<file path="config.mk">
export PLATFORM = sky130hd
export DESIGN_NAME = idsb_exec
export DESIGN_NICKNAME = d
export VERILOG_FILES = /design/src/idsb_pkg.sv /design/src/idsb_exec.sv
export VERILOG_INCLUDE_DIRS = /design/src
export SDC_FILE = /design/constraint.sdc
export NUM_CORES = 1
export LEC_CHECK = 0
export BUFFER_PORTS_ARGS = -buffer_cell sky130_fd_sc_hd__buf_2
export CAP_MARGIN = 20
export CORE_ASPECT_RATIO = 0.5
export CORE_MARGIN = 10
export CORE_UTILIZATION = 45
export DETAILED_ROUTE_END_ITERATION = 16
export PLACE_DENSITY = 0.71
export RECOVER_POWER = 25
export SLEW_MARGIN = 10
export SYNTH_ARGS = -nofsm -noshare
export SYNTH_HDL_FRONTEND = slang
export SYNTH_SLANG_ARGS = --single-unit
</file>
<file path="constraint.sdc">
create_clock -name clock -period 1.9 [get_ports clock]
set_input_delay 0.57 -clock clock [delete_from_list [all_inputs] [get_ports clock]]
set_output_delay 0.57 -clock clock [all_outputs]
set_load 0.005 [all_outputs]
</file>
<file path="src/idsb_map.svh">
`ifndef IDSB_MAP_SVH
`define IDSB_MAP_SVH
// ----------------------------------------
// Opcode fields of a 14-bit instruction word
// ----------------------------------------
`define IDSB_OP6_MSB 13
`define IDSB_OP6_LSB 8
`define IDSB_OP3_MSB 13
`define IDSB_OP3_LSB 11
`define IDSB_DEST_BIT 7
`define IDSB_FADDR_MSB 6
`define IDSB_BRANCH_MSB 10
`define IDSB_LIT_MSB 7
`define IDSB_FADDR_LSB 0
`define IDSB_BRANCH_LSB 0
`define IDSB_LIT_LSB 0
// ----------------------------------------
// Opcode values
// ----------------------------------------
`define IDSB_OPC_DECSKIP 6'h0b
`define IDSB_OPC_INCSKIP 6'h0f
`define IDSB_OPC_INCREG 6'h0a
`define IDSB_OPC_ORREG 6'h04
`define IDSB_OPC_ORLIT 6'h38
`define IDSB_OPC3_BRANCH 3'h5
// ----------------------------------------
// Program counter layout
// ----------------------------------------
`define IDSB_PCH_MSB 4
`define IDSB_PCH_LSB 3
`define IDSB_PC_RESET 13'h0000
`define IDSB_W_RESET 8'h00
`define IDSB_NOP_WORD 14'h0000
`define IDSB_BIT_RESET 1'h0
`define IDSB_ADDR_RESET 7'h00
`define IDSB_BYTE_ZERO 8'h00
`define IDSB_BYTE_ONE 8'h01
`endif

</file>
<file path="src/idsb_pkg.sv">
package idsb_pkg;
	typedef enum logic [2:0] {
		IDSB_EXEC = 3'h1,
		IDSB_FLUSH = 3'h2,
		IDSB_IDLE = 3'h4
	} idsb_state_e;

	typedef struct packed {
		logic writeFile;
		logic [6:0] fileAddr;
		logic [7:0] fileData;
	} idsb_fwrite_s;

	typedef struct packed {
		logic load;
		logic [12:0] target;
	} idsb_pcload_s;
endpackage : idsb_pkg

</file>
<file path="src/idsb_exec.sv">
`timescale 1ns/100ps
`include "idsb_map.svh"
// Function
// - Decrement-skip: file minus one goes to accumulator (d=0) or file (d=1).
// - Zero result from decrement-skip replaces next instruction with no-op, two cycles.
// - Increment-skip: file plus one routed by d; zero result skips next.
// - Increment: file plus one to accumulator or file by d, zero flag updated.
// - Branch: immediate to PC bits 10..0, latch bits 4..3 to PC 12..11.
// - Branch takes immediates 0..2047, two cycles, no status flag change.
// - OR-literal: accumulator OR 8-bit literal into accumulator, zero flag updated.
// - OR-register: accumulator OR file, routed by d, zero flag updated.
module idsb_exec (
	input wire logic clock,
	input wire logic nrst,
	input wire logic instrValid,
	input wire logic [13:0] instrWord,
	input wire logic [7:0] fileReadData,
	input wire logic [7:0] pcHighLatch,
	input wire logic zeroIn,
	output logic [6:0] fileReadAddr,
	output idsb_pkg::idsb_fwrite_s fileWrite,
	output logic [7:0] accumulator,
	output logic zeroFlag,
	output idsb_pkg::idsb_pcload_s pcLoad,
	output logic flushNext,
	output logic busy
);
	// ----------------------------------------
	// Decode
	// ----------------------------------------
	idsb_pkg::idsb_state_e state;
	idsb_pkg::idsb_state_e next_state;
	logic [7:0] next_accumulator;
	logic next_zeroFlag;
	idsb_pkg::idsb_fwrite_s next_fileWrite;
	idsb_pkg::idsb_pcload_s next_pcLoad;
	logic next_flushNext;
	logic next_busy;
	logic [6:0] next_fileReadAddr;
	logic [13:0] execWord;
	logic [5:0] op6;
	logic [2:0] op3;
	logic destFile;
	logic taken;
	logic isBranch;
	logic isDecSkip;
	logic isIncSkip;
	logic isIncReg;
	logic isOrReg;
	logic isOrLit;
	logic isSkip;
	logic isFileOp;
	logic [7:0] result;
	logic resultZero;
	logic skipTaken;
	logic branchTaken;

	// Flushed slot decodes as the no-op word, whatever the core presents
	assign execWord = (state == idsb_pkg::IDSB_FLUSH) ? `IDSB_NOP_WORD : instrWord;
	assign op6 = execWord[`IDSB_OP6_MSB:`IDSB_OP6_LSB];
	assign op3 = execWord[`IDSB_OP3_MSB:`IDSB_OP3_LSB];
	assign destFile = execWord[`IDSB_DEST_BIT];
	// Taken only outside the flushed slot
	assign taken = instrValid && (state != idsb_pkg::IDSB_FLUSH);

	always_comb begin
		isBranch = (op3 == `IDSB_OPC3_BRANCH);
		isDecSkip = 1'h0;
		isIncSkip = 1'h0;
		isIncReg = 1'h0;
		isOrReg = 1'h0;
		isOrLit = 1'h0;
		case (op6)
			`IDSB_OPC_DECSKIP: begin
				isDecSkip = 1'h1;
			end
			`IDSB_OPC_INCSKIP: begin
				isIncSkip = 1'h1;
			end
			`IDSB_OPC_INCREG: begin
				isIncReg = 1'h1;
			end
			`IDSB_OPC_ORREG: begin
				isOrReg = 1'h1;
			end
			`IDSB_OPC_ORLIT: begin
				isOrLit = 1'h1;
			end
			default: begin
				// Unknown opcodes leave the accumulator, file write and PC load idle
				isOrLit = 1'h0;
			end
		endcase
	end

	// ----------------------------------------
	// Datapath
	// ----------------------------------------
	// Read data is combinational; the file bus answers in the same cycle
	always_comb begin
		result = `IDSB_BYTE_ZERO;
		if (isDecSkip) begin
			result = fileReadData - `IDSB_BYTE_ONE;
		end else if (isIncSkip || isIncReg) begin
			result = fileReadData + `IDSB_BYTE_ONE;
		end else if (isOrReg) begin
			result = accumulator | fileReadData;
		end else if (isOrLit) begin
			result = accumulator | execWord[`IDSB_LIT_MSB:`IDSB_LIT_LSB];
		end
	end

	assign resultZero = (result == `IDSB_BYTE_ZERO);
	assign isSkip = isDecSkip || isIncSkip;
	assign isFileOp = isDecSkip || isIncSkip || isIncReg || isOrReg;
	assign skipTaken = taken && isSkip && resultZero;
	assign branchTaken = taken && isBranch;

	// ----------------------------------------
	// Sequencer
	// ----------------------------------------
	always_comb begin
		next_state = state;
		case (state)
			idsb_pkg::IDSB_FLUSH: begin
				// Skipped slot or branch refill runs as a no-op
				next_state = idsb_pkg::IDSB_EXEC;
			end
			idsb_pkg::IDSB_EXEC, idsb_pkg::IDSB_IDLE: begin
				if (!instrValid) begin
					next_state = idsb_pkg::IDSB_IDLE;
				end else if (branchTaken || skipTaken) begin
					next_state = idsb_pkg::IDSB_FLUSH;
				end else begin
					next_state = idsb_pkg::IDSB_EXEC;
				end
			end
			default: begin
				next_state = idsb_pkg::IDSB_EXEC;
			end
		endcase
	end

	always_ff @(posedge clock or negedge nrst) begin
		if (!nrst) begin
			state <= idsb_pkg::IDSB_IDLE;
		end else begin
			state <= next_state;
		end
	end

	// ----------------------------------------
	// Accumulator and zero flag
	// ----------------------------------------
	always_comb begin
		next_accumulator = accumulator;
		// Flag follows the core unless an updating instruction is taken
		next_zeroFlag = zeroIn;
		if (taken && !isBranch) begin
			if (isOrLit) begin
				next_accumulator = result;
				next_zeroFlag = resultZero;
			end else if (isFileOp) begin
				if (!destFile) begin
					next_accumulator = result;
				end
				// Skip forms keep the core's zero flag
				if (!isSkip) begin
					next_zeroFlag = resultZero;
				end
			end
		end
	end

	always_ff @(posedge clock or negedge nrst) begin
		if (!nrst) begin
			accumulator <= `IDSB_W_RESET;
			zeroFlag <= `IDSB_BIT_RESET;
		end else begin
			accumulator <= next_accumulator;
			zeroFlag <= next_zeroFlag;
		end
	end

	// ----------------------------------------
	// File write
	// ----------------------------------------
	always_comb begin
		next_fileWrite = '0;
		if (taken && isFileOp && destFile) begin
			next_fileWrite.writeFile = 1'h1;
			next_fileWrite.fileAddr = execWord[`IDSB_FADDR_MSB:`IDSB_FADDR_LSB];
			next_fileWrite.fileData = result;
		end
	end

	always_ff @(posedge clock or negedge nrst) begin
		if (!nrst) begin
			fileWrite <= '0;
		end else begin
			fileWrite <= next_fileWrite;
		end
	end

	// ----------------------------------------
	// Branch
	// ----------------------------------------
	always_comb begin
		next_pcLoad = '0;
		if (branchTaken) begin
			next_pcLoad.load = 1'h1;
			next_pcLoad.target = {pcHighLatch[`IDSB_PCH_MSB:`IDSB_PCH_LSB],
				execWord[`IDSB_BRANCH_MSB:`IDSB_BRANCH_LSB]};
		end
	end

	always_ff @(posedge clock or negedge nrst) begin
		if (!nrst) begin
			pcLoad <= '0;
		end else begin
			pcLoad <= next_pcLoad;
		end
	end

	// ----------------------------------------
	// Slot control
	// ----------------------------------------
	// Second cycle drains the prefetched word, so one slot is lost
	always_comb begin
		next_flushNext = 1'h0;
		next_busy = 1'h0;
		if (branchTaken || skipTaken) begin
			next_flushNext = 1'h1;
			next_busy = 1'h1;
		end
	end

	always_ff @(posedge clock or negedge nrst) begin
		if (!nrst) begin
			flushNext <= `IDSB_BIT_RESET;
			busy <= `IDSB_BIT_RESET;
		end else begin
			flushNext <= next_flushNext;
			busy <= next_busy;
		end
	end

	// ----------------------------------------
	// Read address echo
	// ----------------------------------------
	// Informational only; the core must address the file from the word itself
	always_comb begin
		next_fileReadAddr = instrWord[`IDSB_FADDR_MSB:`IDSB_FADDR_LSB];
	end

	always_ff @(posedge clock or negedge nrst) begin
		if (!nrst) begin
			fileReadAddr <= `IDSB_ADDR_RESET;
		end else begin
			fileReadAddr <= next_fileReadAddr;
		end
	end
endmodule : idsb_exec

</file>
Word-level counts from Yosys, hierarchy flattened --
Cells that the tools add are included. Widths: inputs -> output; s select.
Word-level totals: output and inout bits 48, word-level logic and storage cells 65, flip-flop bits (word level) 50
Cells by class: bitwise logic cells 2, reductions and logical operators 17, add/subtract/negate cells 2, multiplexer cells 23, equal/unequal tests 11
Operators by type and width (count):
- $mux 8 | 7
- $mux 14 | 2
- $eq 6x4->1 const B | 3
- $mux 16 | 1
- $or 8x8->8 | 2
- $mux 1 | 10
- $add 8x1->8 const B | 1
- $logic_not 8->1 | 1
- $sub 8x1->8 const B | 1
- $logic_and 1x1->1 | 7
- $eq 3x3->1 const B | 2
- $eq 6x3->1 const B | 1
- $eq 6x6->1 const B | 1
- $mux 3 | 2
- $logic_or 1x1->1 | 5
- $eq 3x1->1 const B | 1
- $eq 3x2->1 const B | 1
- $ne 3x2->1 const B | 1
- $reduce_and 3->1 | 1
- $mux 2 | 1
- $ne 2x1->1 const B | 1
- $reduce_bool 2->1 | 1
- $reduce_or 2->1 | 1
- $logic_not 1->1 | 1

Logic depth before layout (Yosys ltp) --
depth in word-level cells 14, gate-level depth with buffers 9, depth with buffers taken out 9

Worst setup path after synthesis --
Ideal clock, no wire load.
path kind input port to flip-flop, start point input instrWord[12], end point register zeroFlag, setup time 0.092 ns, required time 1.808 ns, data arrival time 2.613 ns, setup slack -0.805 ns, stages on the path 8, cell sequence buf_6 > or4b_4 > nor3_2 > mux2_1 > o41ai_2 > nor4bb_1 > nand3_2 > o31ai_2
On the way: cells in the longest elaborated chain, start to end 12, elaborated cells on any way between the ends 27, those cells by class eq/ne: 6; mux: 14; reduce/logical: 7
RTL lines:
- start, declared | RTL line idsb_exec.sv:16 | input wire logic [13:0] instrWord,
- $mux 14 * | RTL line idsb_exec.sv:59 | assign execWord = (state == idsb_pkg::IDSB_FLUSH) ? `IDSB_NOP_WORD : instrWord;
- $eq 6x6->1 | RTL line idsb_exec.sv:73 | case (op6)
- $mux 1 | RTL line idsb_exec.sv:73
- $mux 8 | RTL line idsb_exec.sv:108 | end else if (isOrLit) begin
- $mux 8 | RTL line idsb_exec.sv:106 | end else if (isOrReg) begin
- $mux 8 | RTL line idsb_exec.sv:104 | end else if (isIncSkip || isIncReg) begin
- $mux 8 | RTL line idsb_exec.sv:102 | if (isDecSkip) begin
- $logic_not 8->1 (no source line)
- $mux 1 | RTL line idsb_exec.sv:168 | if (!isSkip) begin
- $mux 1 | RTL line idsb_exec.sv:163 | end else if (isFileOp) begin
- $mux 1 | RTL line idsb_exec.sv:160 | if (isOrLit) begin
- $mux 1 * | RTL line idsb_exec.sv:159 | if (taken && !isBranch) begin
- named net next_zeroFlag | RTL line idsb_exec.sv:34 | logic next_zeroFlag;
- end signal, assigned | RTL line idsb_exec.sv:178 | zeroFlag <= `IDSB_BIT_RESET;
- end signal, assigned | RTL line idsb_exec.sv:181 | zeroFlag <= next_zeroFlag;
- end, declared | RTL line idsb_exec.sv:23 | output logic zeroFlag,
The timed path passes the listed nets; every way through them passes the cells marked *. A chain may end at the register's enable or synchronous reset.

Final worst setup path --
start point input instrWord[11], end point register zeroFlag
Same word-level chain as after synthesis.

==> results.md <==
- Distinct cells, synth: 60
- Largest net degree at the start of global routing: 25
- Final-report max-slew violation count: 0
- Nets: 427
- Number of synthesized flops with an enable pin: 0
- Post-Synthesis Cells: 248
- Fin util: between 70% and 80%
- I/O Buffers: 75
- Vias in the first global route: roughly 2500
- Max Cap Viol: 0
- Avg WL per Cell: roughly 19 um
- Die Width: 124.2 um
- ANT nets after route: 0
- Initial antenna violation count: 0
- Failing checks: negative setup slack
- Net Sw Power: 0.0006647 W
- Internal: 0.001621 W
- N_diodes: 0
- Synth-to-Final Area Change: 57.09%
- # rows: 18
- Post-synth ARST share: 100.0%
- CP Capture Type: flip-flop
- Worst-path clk slew: approximately 0.10 ns
- GR Util met3: under 10%
- Top FF cell, synth: dfrtp_1
- Status: complete, but fails checks
- Fmax: 412.3 MHz
- RSZ-0062 raised after global routing: true
- DPL Wire Length: roughly 6000 um
- Core Area: 5090 um^2
- CTS root buffer: clkbuf_8
- Seq/Total Area, Yosys: ~51%
- CTS tree: built
- Worst Clk Skew: 0.01149 ns
- Clk_lat worst skew: 0.31 ns
- YS warnings: 0
- Crit share post-route: 127.7%
- Clock sink count: 50
- Minimum clock period: 2.426 ns
- Yosys reg bits: 50
- Mean post-synth cell area: 9.853 um^2
- Ports: 82
- Static leakage: 1.907 nW
- First-pass GRT wire length: approximately 13000 um
- Setup crit start kind: input port
- H-tree depth: 2
- Critical Path AT: 2.64 ns
- Most used routing layer: met2
- Dpl ws: -0.9657 ns
- WP data required: 2.12 ns
- Sequential share of power: 50.0%
- Die Ht: 72.11 um
- Total grt overflow: 0
- WL final: between 8000 and 9000 um
- R2R Setup Slk: -0.28 ns
- Vias per cell: 5.464
- Gr usage total: 17.52%
- Hold Path Class: input port to async pin
- Worst VDD drop: 0.0003784 V
- Clock share of power: 26.2%
- Largest fanout on the critical path: 4
- Initial Util: 48.01%
- PwrDens: between 500 and 600 nW/um^2
- Initial DRC Count: 222
- M2 GR Usage: about 28%
- Slew HR: 50.03%
- DRC errors left: 0
- Final setup viols: 28
- Final Wtd Congestion: 0.9430
- Fin. Hold Viols: 0
- Switching Fraction: 29.08%
- Setup CP Type: input port to flip-flop
- Mapped Area: between 2000 and 2500 um^2
- Bufs on Longest Clock Path: 2
- Share of cells above drive strength 1: 53.71%
- Die ar.: 8957 um^2
- Drt pass-1 iters: 8
- Worst-Margin Slew: 0.7495 ns
- Combinational group share of total power: 23.7%
- Syn Nets: 284
- DR vias: 2519
- Grt met1 use: 22.89%
- CTS Buf Count: 5
- Final setup margin: -0.5256 ns
==> sequential cells by signal, summed over array words and instances (netlist names) <==
signal        flops
fileWrite        16
pcLoad           14
accumulator       8
fileReadAddr      7
state             3
busy              1
zeroFlag          1
==> logic make-up (layout without fill, tap and decap cells) <==
| group | count (synthesis) | count (layout) | share of synthesized area, % |
|---|---|---|---|
| simple gates | 112 | 112 | 25.86 |
| compound gates | 54 | 54 | 14.29 |
| flops | 50 | 50 | 51.25 |
| buf+inv | 20 | 163 | 3.789 |
| xor+xnor | 8 | 8 | 2.867 |
| fa+ha+maj | 2 | 2 | 1.024 |
| mux | 2 | 2 | 0.9216 |
==> cells in the final DEF, fill, tap and decap left out, types with 5 or more instances in the layout <==
master    count
buf_2        64
o21ai_1       7
o21ai_0       8
nor2_1       16
clkbuf_1      9
o21ai_2       5
dfrtp_1      49
and2_1       13
xnor2_1       5
buf_4        58
and2_4        6
nand3_1       8
inv_1         5
nand2_1      12
nand2_2       7
and3_1        6
a21oi_1       8
buf_6        14
clkbuf_8      5
==> stage by stage <==
step                      total power, W  hold WS (ns)  instances  setup TNS [ns]  cell area, um^2
after floorplan                 0.001368        0.2744        248          -4.148             2507
after CTS                       0.002239        0.1593        452          -2.685             3607
after detailed placement        0.001611        0.4822        435          -12.57             3297
after global routing            0.002390        0.3410        461          -5.729             3839
after global placement          0.001592        0.4732        435          -11.73             3297
final                           0.002286        0.3060        461          -4.489             3839
==> cell type report <==
cell class              instances  area (um^2)
inverters                       6        27.53
clock buffers                   5        68.82
repair buffers                149         1007
well taps                      70        87.58
repair inverters                1        6.256
clock inverters                 2        15.01
multi-input cells             178         1374
flip-flops and latches         50         1252
fillers                       342         1251
==> power by group through the flow <==
stage               logic [W]  clock network [W]  registers [W]
finish               0.000543           0.000600        0.00114
detailed placement   0.000450                  0        0.00116
CTS                  0.000494           0.000604        0.00114
global route         0.000586           0.000656        0.00115
global placement     0.000434                  0        0.00116
floorplan            0.000201                  0        0.00117
==> path summary, 6_finish.rpt <==
path,depth (start not counted),start,endpoint
setup reg to reg,8,state[0],zeroFlag
max in group asynchronous,2,nrst,fileWrite[6]
hold reg to reg,2,accumulator[6],accumulator[6]
setup / recovery,9,instrWord[11],zeroFlag
hold / removal,1,nrst,fileWrite[0]
min in group clock,1,instrWord[0],fileReadAddr[0]
==> per-layer routing <==
layer | part of all wire [%] | wire, um
met2 | 45 | 3870
met1 | 43 | 3677
met5 | 0 | 0
met4 | 2.5 | 210
met3 | 9.4 | 808
==> synth_stat cells, types with 2 or more instances <==
cell      number  share of area, %
o21ai_1        4              0.82
inv_1          5              0.77
or4_1          2              0.61
a21oi_1       11               2.3
buf_2          5               1.0
ha_1           2               1.0
or2_2          2              0.51
nor3_1         4              0.82
or3_1          4               1.0
nor2_1        21               3.2
nand3_1        9               1.8
nand2_1       19               2.9
a22oi_1        4               1.2
a31oi_1        2              0.51
nor3b_1        2              0.61
xor2_1         3               1.1
nand2b_1       2              0.51
dfrtp_1       49                50
clkbuf_1       7               1.1
and2_1        19               4.9
nor2b_1        4               1.0
nor4_1         3              0.77
xnor2_1        5               1.8
o21ai_0       17               3.5
and3_1         6               1.5
nand4_1        3              0.77
==> critical path, cell delays in order <==
cell and delay [ns]:
buf_6 0.09, or4b_4 0.56, buf_4 0.16, buf_6 0.11
or4_4 0.49, o311ai_4 0.09, and3_1 0.21, nand3_2 0.14
o31ai_2 0.23
==> what timing repair did <==
item                                    in CTS  in global routing
setup buffers                                9                  9
endpoints found under the setup margin      20                 26
resized for setup                           33                 49
hold buffers                                 0                  0
gates cloned                                 1                  1
pin swaps                                   13                 17
(Power assumes the default switching activity.)
